$ cat config.mk
export PLATFORM = sky130hd
export DESIGN_NAME = plh_top
export DESIGN_NICKNAME = d
export VERILOG_FILES = /design/src/plh_pkg.sv /design/src/plh_sync_if.sv /design/src/plh_sync.sv /design/src/plh_top.sv
export VERILOG_INCLUDE_DIRS = /design/src
export SDC_FILE = /design/constraint.sdc
export NUM_CORES = 1
export LEC_CHECK = 0
export ABC_AREA = 1
export BUFFER_PORTS_ARGS = -buffer_cell sky130_fd_sc_hd__buf_2
export CAP_MARGIN = 20
export CORE_ASPECT_RATIO = 0.5
export CORE_MARGIN = 2
export CORE_UTILIZATION = 43
export CTS_CLUSTER_DIAMETER = 40
export DETAILED_ROUTE_END_ITERATION = 7
export GPL_TIMING_DRIVEN = 1
export PLACE_DENSITY = 0.76
export SETUP_SLACK_MARGIN = 0.02
export SLEW_MARGIN = 10
export SYNTH_ARGS = -nofsm -noshare
export SYNTH_HDL_FRONTEND = slang
export SYNTH_SLANG_ARGS = --single-unit
$ cat constraint.sdc
create_clock -name sys_clk -period 1.2 [get_ports sys_clk]
set_input_delay 0.3 -clock sys_clk [delete_from_list [all_inputs] [get_ports sys_clk]]
set_output_delay 0.3 -clock sys_clk [all_outputs]
set_load 0.05 [all_outputs]
$ cat src/plh_defs.svh
// Purpose: constants for the launch handshake block
// Assumes: 250 MHz sys_clk
// Notes: offsets, fields, reset values and timing counts
`ifndef PLH_DEFS_SVH
`define PLH_DEFS_SVH
`define PLH_CLK_MHZ 250
`define PLH_ADDR_W 4
`define PLH_OFF_CTRL 4'h0
`define PLH_OFF_STAT 4'h4
`define PLH_OFF_IRQ 4'h8
`define PLH_OFF_MASK 4'hC
`define PLH_CTRL_TRIG_EN 0
`define PLH_CTRL_DONE 1
`define PLH_CTRL_RESULT 2
`define PLH_STAT_ACTIVE 0
`define PLH_STAT_BUSY 1
`define PLH_STAT_PASS 2
`define PLH_STAT_FAIL 3
`define PLH_IRQ_LAUNCH 0
`define PLH_IRQ_DONE 1
`define PLH_IRQ_DROP 2
`define PLH_IRQ_W 3
`define PLH_TRIG_EN_RST 1'b0
`define PLH_STEP_NS 8
`define PLH_STEP_CYC ((`PLH_STEP_NS * `PLH_CLK_MHZ + 999) / 1000)
`endif

$ cat src/plh_pkg.sv
// Purpose: types for the launch handshake block
// Assumes: nothing beyond the defs header
// Notes: Gray coded run states
package plh_pkg;
  typedef enum logic [1:0] {
    PLH_IDLE = 2'b00,
    PLH_CLEAR = 2'b01,
    PLH_BUSY = 2'b11,
    PLH_SHOW = 2'b10
  } plh_state_t;
endpackage

$ cat src/plh_sync_if.sv
// Purpose: carries synchronised pin levels into the core
// Assumes: single sys_clk domain
// Notes: plain levels, no handshake
interface plh_sync_if;
  logic start_n;
  logic sense_n;
  logic io_supply_ref;
  modport src (output start_n, output sense_n, output io_supply_ref);
  modport dst (input start_n, input sense_n, input io_supply_ref);
endinterface

$ cat src/plh_sync.sv
// Purpose: two-flop synchronisers for the port pins
// Assumes: pins asynchronous to sys_clk
// Notes: first stage read only by the second stage
module plh_sync (
  input wire logic sys_clk,
  input wire logic reset_n,
  input wire logic [2:0] pins,
  plh_sync_if.src sync
);
  typedef struct packed {
    logic [2:0] meta;
    logic [2:0] stable;
  } plh_sync_st_t;
  plh_sync_st_t st;
  plh_sync_st_t next_st;

  // Pull-ups idle start and sense high, so reset those high; supply resets low
  always_comb begin
    next_st.meta = pins;
    next_st.stable = st.meta;
  end

  always_ff @(posedge sys_clk or negedge reset_n) begin
    if (!reset_n) begin
      st <= {3'h6, 3'h6};
    end else begin
      st <= next_st;
    end
  end

  // Bit 0 supply, bit 1 start, bit 2 sense
  assign sync.io_supply_ref = st.stable[0];
  assign sync.start_n = st.stable[1];
  assign sync.sense_n = st.stable[2];
endmodule

$ cat src/plh_top.sv
// Purpose: launch request and pass, fail, ready handshake of the control port
// Assumes: firmware runs programming and reports completion via the control register
// Notes: outputs are open-drain style: data plus enable, enabled only with supply
//
// Functional notes
// Launch only when enabled and port active
// Active means supply present and presence low
// Trigger enable held until rewritten
// Enable one permits, zero forbids launching
// Ready output low while idle
// Edge: pass/fail high, then ready high
// Done: pass/fail set, then ready low
// Falling edge captured in hardware
// Edge controller waits for ready falling edge
// Polling controller waits then polls ready
// Pass low only after successful run
// Fail low only after failed run
// Ready low idle, high busy
// Outputs driven only with supply present
// Unaccepted launch edges are dropped
`include "plh_defs.svh"
module plh_top
  import plh_pkg::*;
(
  input wire logic sys_clk,
  input wire logic reset_n,
  input wire logic start_in_n,
  input wire logic sense_in_n,
  input wire logic io_supply_ref,
  input wire logic [`PLH_ADDR_W-1:0] reg_addr,
  input wire logic [31:0] reg_wdata,
  input wire logic reg_wr,
  input wire logic reg_rd,
  output logic [31:0] reg_rdata,
  output logic pass_out_n,
  output logic pass_oe,
  output logic fail_out_n,
  output logic fail_oe,
  output logic ready_out_n,
  output logic ready_oe,
  output logic irq
);
  import plh_pkg::*;

  localparam int STEP = `PLH_STEP_CYC;

  typedef struct packed {
    plh_state_t state;
    logic [7:0] step_cnt;
    logic start_prev;
    logic trig_en;
    logic done_pend;
    logic done_result;
    logic [`PLH_IRQ_W-1:0] irq_stat;
    logic [`PLH_IRQ_W-1:0] irq_mask;
    logic [31:0] rdata;
    logic pass_n;
    logic fail_n;
    logic ready_n;
    logic oe;
    logic irq;
  } plh_st_t;

  plh_st_t st;
  plh_st_t next_st;
  plh_sync_if sync ();

  logic port_active;
  logic fall_edge;
  logic accept;
  logic [`PLH_IRQ_W-1:0] ev;

  plh_sync u_sync (
    .sys_clk(sys_clk),
    .reset_n(reset_n),
    .pins({sense_in_n, start_in_n, io_supply_ref}),
    .sync(sync)
  );

  // Port activity and launch qualification
  assign port_active = sync.io_supply_ref && !sync.sense_n;
  assign fall_edge = st.start_prev && !sync.start_n;
  assign accept = fall_edge && st.trig_en && port_active && (st.state == PLH_IDLE);
  assign ev[`PLH_IRQ_LAUNCH] = accept;
  assign ev[`PLH_IRQ_DONE] = (st.state == PLH_SHOW) && (st.step_cnt == 8'h00);
  assign ev[`PLH_IRQ_DROP] = fall_edge && !accept;

  // Next-state logic for handshake, registers and interrupt
  always_comb begin
    next_st = st;
    next_st.start_prev = sync.start_n;
    next_st.oe = sync.io_supply_ref;
    if (st.step_cnt != 8'h00) begin
      next_st.step_cnt = st.step_cnt - 8'h01;
    end
    case (st.state)
      PLH_IDLE: begin
        next_st.ready_n = 1'b0;
        if (accept) begin
          // Clear result first; ready rises only after a settle step
          next_st.pass_n = 1'b1;
          next_st.fail_n = 1'b1;
          next_st.step_cnt = STEP[7:0];
          next_st.done_pend = 1'b0;
          next_st.state = PLH_CLEAR;
        end
      end
      PLH_CLEAR: begin
        if (st.step_cnt == 8'h00) begin
          next_st.ready_n = 1'b1;
          next_st.state = PLH_BUSY;
        end
      end
      PLH_BUSY: begin
        if (st.done_pend) begin
          // Result lands before ready falls, so a ready edge means valid result
          next_st.pass_n = !st.done_result;
          next_st.fail_n = st.done_result;
          next_st.done_pend = 1'b0;
          next_st.step_cnt = STEP[7:0];
          next_st.state = PLH_SHOW;
        end
      end
      PLH_SHOW: begin
        if (st.step_cnt == 8'h00) begin
          next_st.ready_n = 1'b0;
          next_st.state = PLH_IDLE;
        end
      end
      default: begin
        next_st.state = PLH_IDLE;
      end
    endcase

    // Register writes; enable bit persists until rewritten
    if (reg_wr) begin
      case (reg_addr)
        `PLH_OFF_CTRL: begin
          next_st.trig_en = reg_wdata[`PLH_CTRL_TRIG_EN];
          if (reg_wdata[`PLH_CTRL_DONE] && st.state == PLH_BUSY) begin
            next_st.done_pend = 1'b1;
            next_st.done_result = reg_wdata[`PLH_CTRL_RESULT];
          end
        end
        `PLH_OFF_MASK: next_st.irq_mask = reg_wdata[`PLH_IRQ_W-1:0];
        default: begin
        end
      endcase
    end

    // Reads answer next cycle; unmapped reads return zero
    next_st.rdata = 32'h0000_0000;
    if (reg_rd) begin
      case (reg_addr)
        `PLH_OFF_CTRL: next_st.rdata[`PLH_CTRL_TRIG_EN] = st.trig_en;
        `PLH_OFF_STAT: begin
          next_st.rdata[`PLH_STAT_ACTIVE] = port_active;
          next_st.rdata[`PLH_STAT_BUSY] = st.ready_n;
          next_st.rdata[`PLH_STAT_PASS] = !st.pass_n;
          next_st.rdata[`PLH_STAT_FAIL] = !st.fail_n;
        end
        `PLH_OFF_IRQ: next_st.rdata[`PLH_IRQ_W-1:0] = st.irq_stat;
        `PLH_OFF_MASK: next_st.rdata[`PLH_IRQ_W-1:0] = st.irq_mask;
        default: begin
        end
      endcase
    end

    // Read clears status, but an event in the same cycle still sets
    if (reg_rd && reg_addr == `PLH_OFF_IRQ) begin
      next_st.irq_stat = ev;
    end else begin
      next_st.irq_stat = st.irq_stat | ev;
    end
    next_st.irq = |(next_st.irq_stat & st.irq_mask);
  end

  // State register; volatile here, persistence is the enable source's job
  always_ff @(posedge sys_clk or negedge reset_n) begin
    if (!reset_n) begin
      st <= '{state: PLH_IDLE, step_cnt: 8'h00, start_prev: 1'b1,
              trig_en: `PLH_TRIG_EN_RST, done_pend: 1'b0, done_result: 1'b0,
              irq_stat: 3'h0, irq_mask: 3'h0, rdata: 32'h0000_0000,
              pass_n: 1'b1, fail_n: 1'b1, ready_n: 1'b0, oe: 1'b0, irq: 1'b0};
    end else begin
      st <= next_st;
    end
  end

  assign reg_rdata = st.rdata;
  assign pass_out_n = st.pass_n;
  assign fail_out_n = st.fail_n;
  assign ready_out_n = st.ready_n;
  assign pass_oe = st.oe;
  assign fail_oe = st.oe;
  assign ready_oe = st.oe;
  assign irq = st.irq;

  // Ready rises only after pass and fail are both high
  a_busy_after_clear: assert property (@(posedge sys_clk) disable iff (!reset_n)
    $rose(st.ready_n) |-> (st.pass_n && st.fail_n && $past(st.pass_n) && $past(st.fail_n)))
    else $error("ready rose before result cleared");

  // Ready falls only after result stood for at least one cycle
  a_result_before_idle: assert property (@(posedge sys_clk) disable iff (!reset_n)
    $fell(st.ready_n) |-> ($past(st.pass_n) != $past(st.fail_n)))
    else $error("ready fell without a result");

  // Accepted edge moves out of idle next cycle
  a_launch_taken: assert property (@(posedge sys_clk) disable iff (!reset_n)
    accept |=> (st.state == PLH_CLEAR) ##[1:4] st.ready_n)
    else $error("accepted launch not started");

  // No launch without enable or activity
  a_launch_gated: assert property (@(posedge sys_clk) disable iff (!reset_n)
    (st.state == PLH_IDLE && !(st.trig_en && port_active)) |=> st.state == PLH_IDLE)
    else $error("launch while gated");

  // Dropped edge is not queued
  a_drop_no_queue: assert property (@(posedge sys_clk) disable iff (!reset_n)
    (st.state == PLH_BUSY && fall_edge) |=> !accept)
    else $error("edge queued during run");

  // Idle implies ready low
  a_idle_ready_low: assert property (@(posedge sys_clk) disable iff (!reset_n)
    (st.state == PLH_IDLE && $past(st.state) == PLH_IDLE) |-> !st.ready_n)
    else $error("ready high while idle");

  // Pass and fail never both low
  a_result_exclusive: assert property (@(posedge sys_clk) disable iff (!reset_n)
    !(!st.pass_n && !st.fail_n))
    else $error("pass and fail both low");

  // Enables follow synchronised supply one cycle later
  a_oe_supply: assert property (@(posedge sys_clk) disable iff (!reset_n)
    ##1 (pass_oe == $past(sync.io_supply_ref)))
    else $error("output enable wrong");

  // Falling synced start is seen as an edge
  a_edge_caught: assert property (@(posedge sys_clk) disable iff (!reset_n)
    ($past(sync.start_n) && !sync.start_n) |-> fall_edge)
    else $error("start edge missed");

  // Enable bit holds without a write
  a_enable_holds: assert property (@(posedge sys_clk) disable iff (!reset_n)
    !$past(reg_wr) |-> $stable(st.trig_en))
    else $error("enable changed without write");

  // A run starts only from a fresh edge, never from a remembered one
  a_fresh_edge_only: assert property (@(posedge sys_clk) disable iff (!reset_n)
    (st.state == PLH_IDLE && !fall_edge) |=> (st.state != PLH_CLEAR))
    else $error("launch without a new edge");

  // Settle step keeps result cleared and ready still low
  a_clear_result_high: assert property (@(posedge sys_clk) disable iff (!reset_n)
    (st.state == PLH_CLEAR) |-> (st.pass_n && st.fail_n && !st.ready_n))
    else $error("clear step outputs wrong");

  // While running, busy shown and no result reported
  a_busy_ready_high: assert property (@(posedge sys_clk) disable iff (!reset_n)
    (st.state == PLH_BUSY) |-> (st.ready_n && st.pass_n && st.fail_n))
    else $error("busy outputs wrong");

  // Result stands while ready is still high
  a_show_result_set: assert property (@(posedge sys_clk) disable iff (!reset_n)
    (st.state == PLH_SHOW) |-> (st.ready_n && (st.pass_n != st.fail_n)))
    else $error("result not set before idle");

  // Ready rises only out of the settle step
  a_rise_from_clear: assert property (@(posedge sys_clk) disable iff (!reset_n)
    $rose(st.ready_n) |-> ($past(st.state) == PLH_CLEAR))
    else $error("ready rose outside settle step");

  // Ready falls only out of the result step
  a_fall_from_show: assert property (@(posedge sys_clk) disable iff (!reset_n)
    $fell(st.ready_n) |-> ($past(st.state) == PLH_SHOW))
    else $error("ready fell outside result step");

  // Launch needed enable, supply and presence one cycle before
  a_start_qualified: assert property (@(posedge sys_clk) disable iff (!reset_n)
    (st.state == PLH_CLEAR && $past(st.state) == PLH_IDLE) |->
      ($past(st.trig_en) && $past(sync.io_supply_ref) && !$past(sync.sense_n)))
    else $error("launch without enable or activity");

  // Accepted launch clears any old result
  a_accept_clears: assert property (@(posedge sys_clk) disable iff (!reset_n)
    accept |=> (st.pass_n && st.fail_n))
    else $error("old result kept after launch");

  // Idle without launch keeps the last result
  a_idle_result_holds: assert property (@(posedge sys_clk) disable iff (!reset_n)
    (st.state == PLH_IDLE && !accept) |=> ($stable(st.pass_n) && $stable(st.fail_n)))
    else $error("result changed while idle");

  // Settle counter never exceeds its load value
  a_step_bounded: assert property (@(posedge sys_clk) disable iff (!reset_n)
    st.step_cnt <= STEP[7:0])
    else $error("settle counter out of range");

  // No interrupt without a pending status bit
  a_irq_needs_status: assert property (@(posedge sys_clk) disable iff (!reset_n)
    (st.irq_stat == '0) |-> !st.irq)
    else $error("interrupt without status");

  // Read data bus idles at zero outside the answer cycle
  a_rdata_idle_zero: assert property (@(posedge sys_clk) disable iff (!reset_n)
    !$past(reg_rd) |-> (st.rdata == 32'h0000_0000))
    else $error("read data not zero when idle");
endmodule

==> reports/results.ini, run 1 <==
[clock_tree]
tritoncts_num_sinks = 35
htree_num_levels = 2
insertion_delay_ps = 290
path_clk_slew_ps = 80
numCtsBuffers = 5
cts_root_buffer = sky130_fd_sc_hd__clkbuf_8
cts_tree = done
clockBufferDepth = 2

[placed_design]
hpwlAfterDp_mm = 2.74
dpl-instance-area_um2 = 2170
port_buffers = 24
gp_congestion = 0.825
placed_cells_incl_taps = 328
dpl_worst_slack_ps = -197

[sta]
clock-skew-final_ps = 8.67
final-hold-violation-count = 0
finalWorstPathRequiredPeriod_ps = 1370
rsz0062_at_grt = true
clock.fmax_ghz = 0.729
report.final.setup_viol = 17
postLayoutSetupSlackWorst_ps = -172
layout_worst_path_cycle_share = 1.14
fin_worst_hold_slack_ps = 99.4
finalMaxSlewViolations = 0

[flow_run]
maxCapViolCount = 0

[worst_setup_path]
worst-endpoint-arrival_ps = 1550
worst-setup-path-type = reg2reg
timing.critical_path.to_type = register
cp_data_required_time_ps = 1380
setup.worst_path.start_class = register
cp_max_fo = 3

[synth]
netlist_top_cells_area = sky130_fd_sc_hd__dfrtp_1 36%, sky130_fd_sc_hd__buf_4 13%, sky130_fd_sc_hd__nand2_1 11%
syn_area_per_cell_um2 = 8.35
netlist_top_cells_count = 58 x sky130_fd_sc_hd__nand2_1, 34 x sky130_fd_sc_hd__buf_4, 28 x sky130_fd_sc_hd__dfrtp_1, 23 x sky130_fd_sc_hd__inv_1, 19 x sky130_fd_sc_hd__nor2_1
synth_area_um2 = 1940
most_frequent_cell_after_synthesis = sky130_fd_sc_hd__nand2_1
yosys_most_used_dff = sky130_fd_sc_hd__dfrtp_1
synth.ff_latch_count = 35
synth.lib_cells_used.distinct = 25
synth_enable_flop_cells = 0
asyncSetResetFlopFracSynth = 1.00
synthDominantAreaCellType = sky130_fd_sc_hd__dfrtp_1
synth_cells = 232
synth_sequential_area_ratio = 0.457
netlist.area_leader.share = 0.362
ys_warn_count = 0

[worst_hold_path]
timing.hold.worst.class = in2reg

[grt]
groute.layer.met2.usage = 0.302
grt_pass1_wl_mm = 6.66
via_count_of_the_first_global_routing_pass = 1528
antenna_found_initial = 0
globalRoute.totalOverflow = 0
grt_util_met3 = 0.0397
grtUsageMet1 = 0.191
global_route.peak_usage_layer = met2
grt_start_max_net_pins = 15
track_usage = 0.169

[die]
die-area_um2 = 5090
top_level_ports = 82
starting_utilization_of_the_core_area = 0.444
num_rows = 17
die_height_um = 51.5
core_area_um2 = 4360
die_x_um = 98.9

[power_and_ir_drop]
leakagePower_nw = 1.34
finalPower_mw = 5.83
powerDensity_nw_per_um2 = 2280
vdd.ir_drop.worst_mv = 1.07

[route]
avgRoutedWirePerCell_um = 12.6
drtAntennaViolNets = 0
detail_route.iter0.violations = 111
route.detailed.drc = 0
drt_wl_total_mm = 4.34
initial_drt_pass_iterations = 4
num_vias = 1629
routed_via_density = 4.74

[finish]
final_area_um2 = 2560
num-nets-final = 335
stdcell_count = 344
final_layout_size_suffix_gt1_frac = 0.432
number_of_inserted_diodes = 0
syn_to_final_growth_pct = 32.0

[outcome]
run_status = complete, but fails checks
violated_checks = setup timing

power breakdown:
group	total, mW	leakage (nW)	switching, mW	internal [mW]
Combinational	3.19	0.878	1.83	1.36
Sequential	1.78	0.425	0.261	1.52
Clock	0.855	0.0402	0.451	0.404
Total	5.83	1.34	2.54	3.28
cell families after synthesis:
group	count (synthesis)	share of synthesized area
AOI/OAI and AO/OA	10	0.0278
buffers and inverters	66	0.194
adders and majority gates	6	0.0388
other	1	0.00194
xor gates and xnor gates	7	0.0317
DFF	35	0.457
and+or+nand+nor	107	0.249
repair_timing:
action	in CTS	in global routing
hold buffers	1	0
endpoints found under the hold margin	10	0
endpoints found under the setup margin	24	27
setup buffers	9	1
gates resized for setup	28	41
gates cloned	0	0
pin swaps	12	21
critical path: stages (launching register included):
cell and delay [ps]:
sky130_fd_sc_hd__dfstp_2 570, sky130_fd_sc_hd__nand3_4 110, sky130_fd_sc_hd__nor2_4 200, sky130_fd_sc_hd__nor2_4 60
sky130_fd_sc_hd__nor2_4 150, sky130_fd_sc_hd__nand2_4 60, sky130_fd_sc_hd__nand2_1 50, sky130_fd_sc_hd__nand2_1 50
through the flow:
stage | TNS (ps) | utilization
after floorplan | -209 | -
after global placement | -1210 | 0.497
after detailed placement | -2030 | 0.497
after CTS | -1960 | 0.556
after global routing | -2790 | 0.587
final | -1900 | 0.587
flip-flops by register name, summed over array words and instances, names as in the netlist:
signal,flops
u_sync.sync.io_supply_ref,1
st,20
reg_rdata,4
pass_out_n,1
u_sync.sync.start_n,1
irq,1
fail_oe,1
u_sync.next_st,3
u_sync.sync.sense_n,1
fail_out_n,1
ready_out_n,1
per-layer routing:
metal / routed length, um / vias up
met2: 2160 / 81
met5: 0 / -
met4: 137 / 0
met3: 244 / 19
li1: - / 756
met1: 1800 / 773
path summary, 6_finish.rpt:
path | end | depth (start not counted) | startpoint | slack [ps]
setup / recovery | st[55] | 7 | st[46] | -170
hold / removal | u_sync.next_st[2] | 1 | sense_in_n | 100
setup reg to reg | st[55] | 7 | st[46] | -170
hold reg to reg | u_sync.sync.io_supply_ref | 0 | u_sync.next_st[0] | 350
max in group asynchronous | u_sync.next_st[1] | 3 | reset_n | 260
min in group asynchronous | st[41] | 2 | reset_n | 460
layout make-up:
type | instances | area, um2
Clock inverter | 3 | 20.0
Timing Repair Buffer | 54 | 425
Clock buffer | 5 | 68.8
Sequential cell | 35 | 888
Tap cell | 57 | 71.3
Fill cell | 332 | 1800
Multi-Input combinational cell | 158 | 963
Inverter | 32 | 120
layout by cell type (no fill, tap or decap), types with 2 or more instances in the layout:
| cell type | instances |
|---|---|
| sky130_fd_sc_hd__buf_2 | 13 |
| sky130_fd_sc_hd__buf_4 | 31 |
| sky130_fd_sc_hd__buf_6 | 6 |
| sky130_fd_sc_hd__buf_8 | 2 |
| sky130_fd_sc_hd__clkbuf_8 | 5 |
| sky130_fd_sc_hd__clkinvlp_4 | 2 |
| sky130_fd_sc_hd__conb_1 | 28 |
| sky130_fd_sc_hd__dfrtp_1 | 25 |
| sky130_fd_sc_hd__dfrtp_2 | 3 |
| sky130_fd_sc_hd__dfstp_2 | 7 |
| sky130_fd_sc_hd__ha_2 | 3 |
| sky130_fd_sc_hd__ha_4 | 3 |
| sky130_fd_sc_hd__inv_1 | 16 |
| sky130_fd_sc_hd__inv_2 | 16 |
| sky130_fd_sc_hd__nand2_1 | 51 |
| sky130_fd_sc_hd__nand2_2 | 7 |
| sky130_fd_sc_hd__nand2_4 | 4 |
| sky130_fd_sc_hd__nand3_1 | 11 |
| sky130_fd_sc_hd__nand3_2 | 3 |
| sky130_fd_sc_hd__nand3_4 | 2 |
| sky130_fd_sc_hd__nand4_1 | 2 |
| sky130_fd_sc_hd__nor2_1 | 13 |
| sky130_fd_sc_hd__nor2_2 | 2 |
| sky130_fd_sc_hd__nor2_4 | 6 |
| sky130_fd_sc_hd__nor3_4 | 2 |
| sky130_fd_sc_hd__o21ai_0 | 2 |
| sky130_fd_sc_hd__o21ai_1 | 3 |
| sky130_fd_sc_hd__o21ai_2 | 2 |
| sky130_fd_sc_hd__xor2_1 | 7 |
Power figures use the tool's default switching activity.
==> inputs of run 2 (changes only) <==
==> constraint.sdc (replaced) <==
create_clock -name sys_clk -period 1.2 [get_ports sys_clk]
set_input_delay 0.3 -clock sys_clk [delete_from_list [all_inputs] [get_ports sys_clk]]
set_output_delay 0.3 -clock sys_clk [all_outputs]
set_load 0.01 [all_outputs]
==> reports/results.ini, run 2 (same netlist as run 1, synthesis figures left out) <==
[outcome]
run_status = complete, but fails checks
violated_checks = setup timing

[die]
top_level_ports = 82
num_rows = 17
core_area_um2 = 4360
die-area_um2 = 5090
die_height_um = 51.5
die_x_um = 98.9
starting_utilization_of_the_core_area = 0.444

[sta]
clock.fmax_ghz = 0.720
postLayoutSetupSlackWorst_ps = -188
clock-skew-final_ps = 12.4
finalWorstPathRequiredPeriod_ps = 1390
report.final.setup_viol = 17
final.setup.tns_ps = -1660
rsz0062_at_grt = true
layout_worst_path_cycle_share = 1.16
final-hold-violation-count = 0
finalMaxSlewViolations = 0

[placed_design]
hpwlAfterDp_mm = 2.76
placed_cells_incl_taps = 327
port_buffers = 24
dpl-instance-area_um2 = 2160
gp_congestion = 0.820

[grt]
globalRoute.totalOverflow = 0
track_usage = 0.167
grt_pass1_wl_mm = 6.67
antenna_found_initial = 0
grt_start_max_net_pins = 36
via_count_of_the_first_global_routing_pass = 1528

[finish]
mostFrequentLayoutCell = sky130_fd_sc_hd__nand2_1
final.fill_count = 344
final_layout_size_suffix_gt1_frac = 0.416
final_area_um2 = 2470
num-nets-final = 334
stdcell_count = 343
number_of_inserted_diodes = 0
max_reg_flops = 20
syn_to_final_growth_pct = 27.5
top_register = st
most-common-layout-cells = 53 x sky130_fd_sc_hd__nand2_1, 28 x sky130_fd_sc_hd__conb_1, 28 x sky130_fd_sc_hd__dfrtp_1

[clock_tree]
cts_root_buffer = sky130_fd_sc_hd__clkbuf_8
htree_num_levels = 2
path_clk_slew_ps = 70
clockBufferDepth = 2
tritoncts_num_sinks = 35
numCtsBuffers = 5
insertion_delay_ps = 290
cts_tree = done

[route]
initial_drt_pass_iterations = 6
avgRoutedWirePerCell_um = 12.4
drt_wl_total_mm = 4.26
detail_route.iter0.violations = 80
routed_via_density = 4.61
drtAntennaViolNets = 0
route.detailed.drc = 0
num_vias = 1581

[worst_setup_path]
setup.worst_path.start_class = register
cp_data_required_time_ps = 1360
worst-setup-path-type = reg2reg
worst-endpoint-arrival_ps = 1550
cp_max_fo = 7
timing.critical_path.to_type = register

[power_and_ir_drop]
powerDensity_nw_per_um2 = 2140
vdd.ir_drop.worst_mv = 0.891
leakagePower_nw = 1.32

[worst_hold_path]
timing.hold.worst.class = in2reg

[flow_run]
maxCapViolCount = 0

run 2: power by group:
| group | total, mW | leakage, nW | internal (mW) | switching [mW] |
|---|---|---|---|---|
| combinational | 2.67 | 0.847 | 1.25 | 1.42 |
| sequential | 1.75 | 0.428 | 1.51 | 0.242 |
| clock | 0.859 | 0.0482 | 0.462 | 0.397 |
run 2: repair_timing:
action | in CTS | in global routing
resized for setup | 18 | 22
setup endpoints to repair | 17 | 21
hold endpoints to repair | 28 | 0
setup buffers | 9 | 1
cloned | 0 | 0
pin swaps | 15 | 12
hold buffers | 1 | 0
run 2: worst max-delay path, stage by stage, from the launching register on:
cell,delay (ps)
sky130_fd_sc_hd__dfrtp_1,400
sky130_fd_sc_hd__inv_2,90
sky130_fd_sc_hd__ha_4,150
sky130_fd_sc_hd__inv_4,40
sky130_fd_sc_hd__nor3_4,170
sky130_fd_sc_hd__nand2_4,120
sky130_fd_sc_hd__nand2_4,100
sky130_fd_sc_hd__nand2_2,70
sky130_fd_sc_hd__nand2_1,60
sky130_fd_sc_hd__nand2_1,60
run 2: layout make-up:
cell class,instances,area [um2],area share
timing repair buffer,53,365,0.148
inverter,32,123,0.0496
tap,57,71.3,0.0289
clock inverter,1,5.00,0.00203
clock buffer,7,86.3,0.0350
multi-input combinational,158,935,0.378
sequential,35,885,0.358
run 2: final timing paths:
kind	from	to	slack, ps	cells after the start
max	st[47]	st[56]	-190	9
min	sense_in_n	u_sync.next_st[2]	120	1
max reg2reg	st[47]	st[56]	-190	9
min reg2reg	u_sync.next_st[1]	u_sync.sync.start_n	360	0
max in group asynchronous	reset_n	u_sync.sync.sense_n	440	3
min in group asynchronous	reset_n	irq	500	3
run 2: per-stage QoR:
stage	worst slack (ps)	util	hold slack (ps)	power, mW
after floorplan	-47.3	-	4.41	3.04
after detailed placement	-204	0.495	276	3.73
after global routing	-230	0.566	109	5.65
after CTS	-173	0.547	110	5.01
after global placement	-125	0.495	271	3.61
final	-188	0.566	116	5.28
run 2: per-layer routing:
| metal | vias up | GRT usage | routed length (um) |
|---|---|---|---|
| met3 | 7 | 0.0246 | 271 |
| met1 | 747 | 0.199 | 1700 |
| met5 | - | 0 | 0 |
| met2 | 74 | 0.309 | 2250 |
| li1 | 753 | - | - |
| met4 | 0 | 0.0662 | 44 |
==> inputs of run 3 (changes only) <==
Settings changed: CORE_UTILIZATION 43 to 30, PLACE_DENSITY 0.76 to 0.53.
==> reports/results.ini, run 3 (same netlist as run 1, synthesis figures left out) <==
[worst_hold_path]
timing.hold.worst.class = in2reg
hold_path_depth = 1

[die]
core_area_um2 = 6160
die_x_um = 118
top_level_ports = 82
starting_utilization_of_the_core_area = 0.315
die-area_um2 = 7150
die_height_um = 60.8
num_rows = 20

[placed_design]
placed_cells_incl_taps = 359
port_buffers = 24
hpwlAfterDp_mm = 2.73
dpl-instance-area_um2 = 2210
dpl_worst_slack_ps = -213
gp_congestion = 0.792

[finish]
final_layout_size_suffix_gt1_frac = 0.401
multi_input_area_um2 = 908
mostFrequentLayoutCell = sky130_fd_sc_hd__nand2_1
number_of_inserted_diodes = 0
final.fill_count = 609
max_reg_flops = 20
num-nets-final = 337
stdcell_count = 377
most-common-layout-cells = 53 x sky130_fd_sc_hd__nand2_1, 28 x sky130_fd_sc_hd__conb_1, 28 x sky130_fd_sc_hd__dfrtp_1
final_area_um2 = 2560
syn_to_final_growth_pct = 32.4
top_register = st
sequential_cell_area_um2 = 885

[clock_tree]
path_clk_slew_ps = 50
htree_num_levels = 2
tritoncts_num_sinks = 35
cts_root_buffer = sky130_fd_sc_hd__clkbuf_16
insertion_delay_ps = 280
clockBufferDepth = 2
cts_tree = done
numCtsBuffers = 5

[sta]
postLayoutSetupSlackWorst_ps = -122
clock-skew-final_ps = 5.28
layout_worst_path_cycle_share = 1.10
finalMaxSlewViolations = 0
clock.fmax_ghz = 0.756
final.setup.tns_ps = -1250
rsz0062_at_grt = true
report.final.setup_viol = 16
fin_worst_hold_slack_ps = 120
finalWorstPathRequiredPeriod_ps = 1320
final-hold-violation-count = 0

[grt]
grt_start_max_net_pins = 36
globalRoute.totalOverflow = 0
antenna_found_initial = 0
track_usage = 0.116
via_count_of_the_first_global_routing_pass = 1452
grt_pass1_wl_mm = 6.39

[worst_setup_path]
critical-path-max-stage-delay_ps = 400
cp_max_fo = 4
timing.critical_path.to_type = register
worst-endpoint-arrival_ps = 1490
setup.worst_path.start_class = register
reg2regPathDepth = 7
timing.reg2reg.setup_slack_ps = -120
cp_data_required_time_ps = 1370
cp_common_cell = sky130_fd_sc_hd__nand2_1
critical_path.slowest_cell = sky130_fd_sc_hd__dfrtp_1
path_cells = buf_4, ha_2, or2_4, nand2_4, nand2_2, nand2_1, nand2_1
worst-setup-path-type = reg2reg

[route]
avgRoutedWirePerCell_um = 10.1
route.detailed.drc = 0
routed_via_density = 4.00
drtAntennaViolNets = 0
drt_wl_total_mm = 3.80
num_vias = 1508
initial_drt_pass_iterations = 5
detail_route.iter0.violations = 68

[power_and_ir_drop]
leakagePower_nw = 1.37
vdd.ir_drop.worst_mv = 0.711
powerDensity_nw_per_um2 = 2150

[flow_run]
maxCapViolCount = 0

[outcome]
violated_checks = setup timing
run_status = complete, but fails checks

-- run 3: cell types whose count changed in the layout (fill, tap and decap cells not counted), moves of 2 or more --
cell,before,now
sky130_fd_sc_hd__clkbuf_8,6,0
sky130_fd_sc_hd__clkbuf_16,0,5
sky130_fd_sc_hd__buf_6,2,5
sky130_fd_sc_hd__clkinv_2,1,3
sky130_fd_sc_hd__inv_1,15,17
sky130_fd_sc_hd__inv_2,16,14
sky130_fd_sc_hd__nor2_1,13,15
-- run 3: worst max-delay path, delay by kind of cell (launching register included) --
family                   cells  cell delay (ps)
AND/OR/NAND/NOR              5              490
flip-flops                   1              400
adder cells (fa/ha/maj)      1              160
buffers and inverters        1              150
-- run 3: repair_timing --
item,in CTS,in global routing
gates resized for setup,23,10
gates cloned,0,0
setup buffers,8,3
pin swaps,16,12
setup endpoints to repair,19,21
hold endpoints to repair,28,0
hold buffers,1,0
-- run 3: layout make-up --
cell class | instances | area share
multi-input combinational | 158 | 0.354
sequential | 35 | 0.345
timing repair buffer | 56 | 0.156
clock buffer | 5 | 0.0488
inverter | 32 | 0.0478
tap | 88 | 0.0429
clock inverter | 3 | 0.00585
-- run 3: layer usage --
layer  wire (um)  global-route usage
met1        1630               0.129
met2        1900               0.215
met3         226              0.0367
met4          47              0.0465
met5           0                   0
-- run 3: final timing paths --
check                                  startpoint                         to
worst max register to register             st[56]                     st[56]
max in group asynchronous                 reset_n                     st[46]
worst min-delay path                   sense_in_n          u_sync.next_st[2]
worst max-delay path                       st[56]                     st[56]
min in group asynchronous                 reset_n                     st[45]
worst min register to register  u_sync.next_st[0]  u_sync.sync.io_supply_ref
-- run 3: power breakdown --
| part | internal, mW | total (mW) | switching (mW) |
|---|---|---|---|
| Sequential | 1.52 | 1.75 | 0.230 |
| Combinational | 1.26 | 2.54 | 1.28 |
| Clock | 0.755 | 1.22 | 0.464 |
-- run 3: metrics by stage --
step / util / power, mW
final: 0.417 / 5.51
after global routing: 0.417 / 5.98
after floorplan: - / 3.04
after CTS: 0.408 / 5.46
after detailed placement: 0.358 / 3.71
after global placement: 0.358 / 3.65
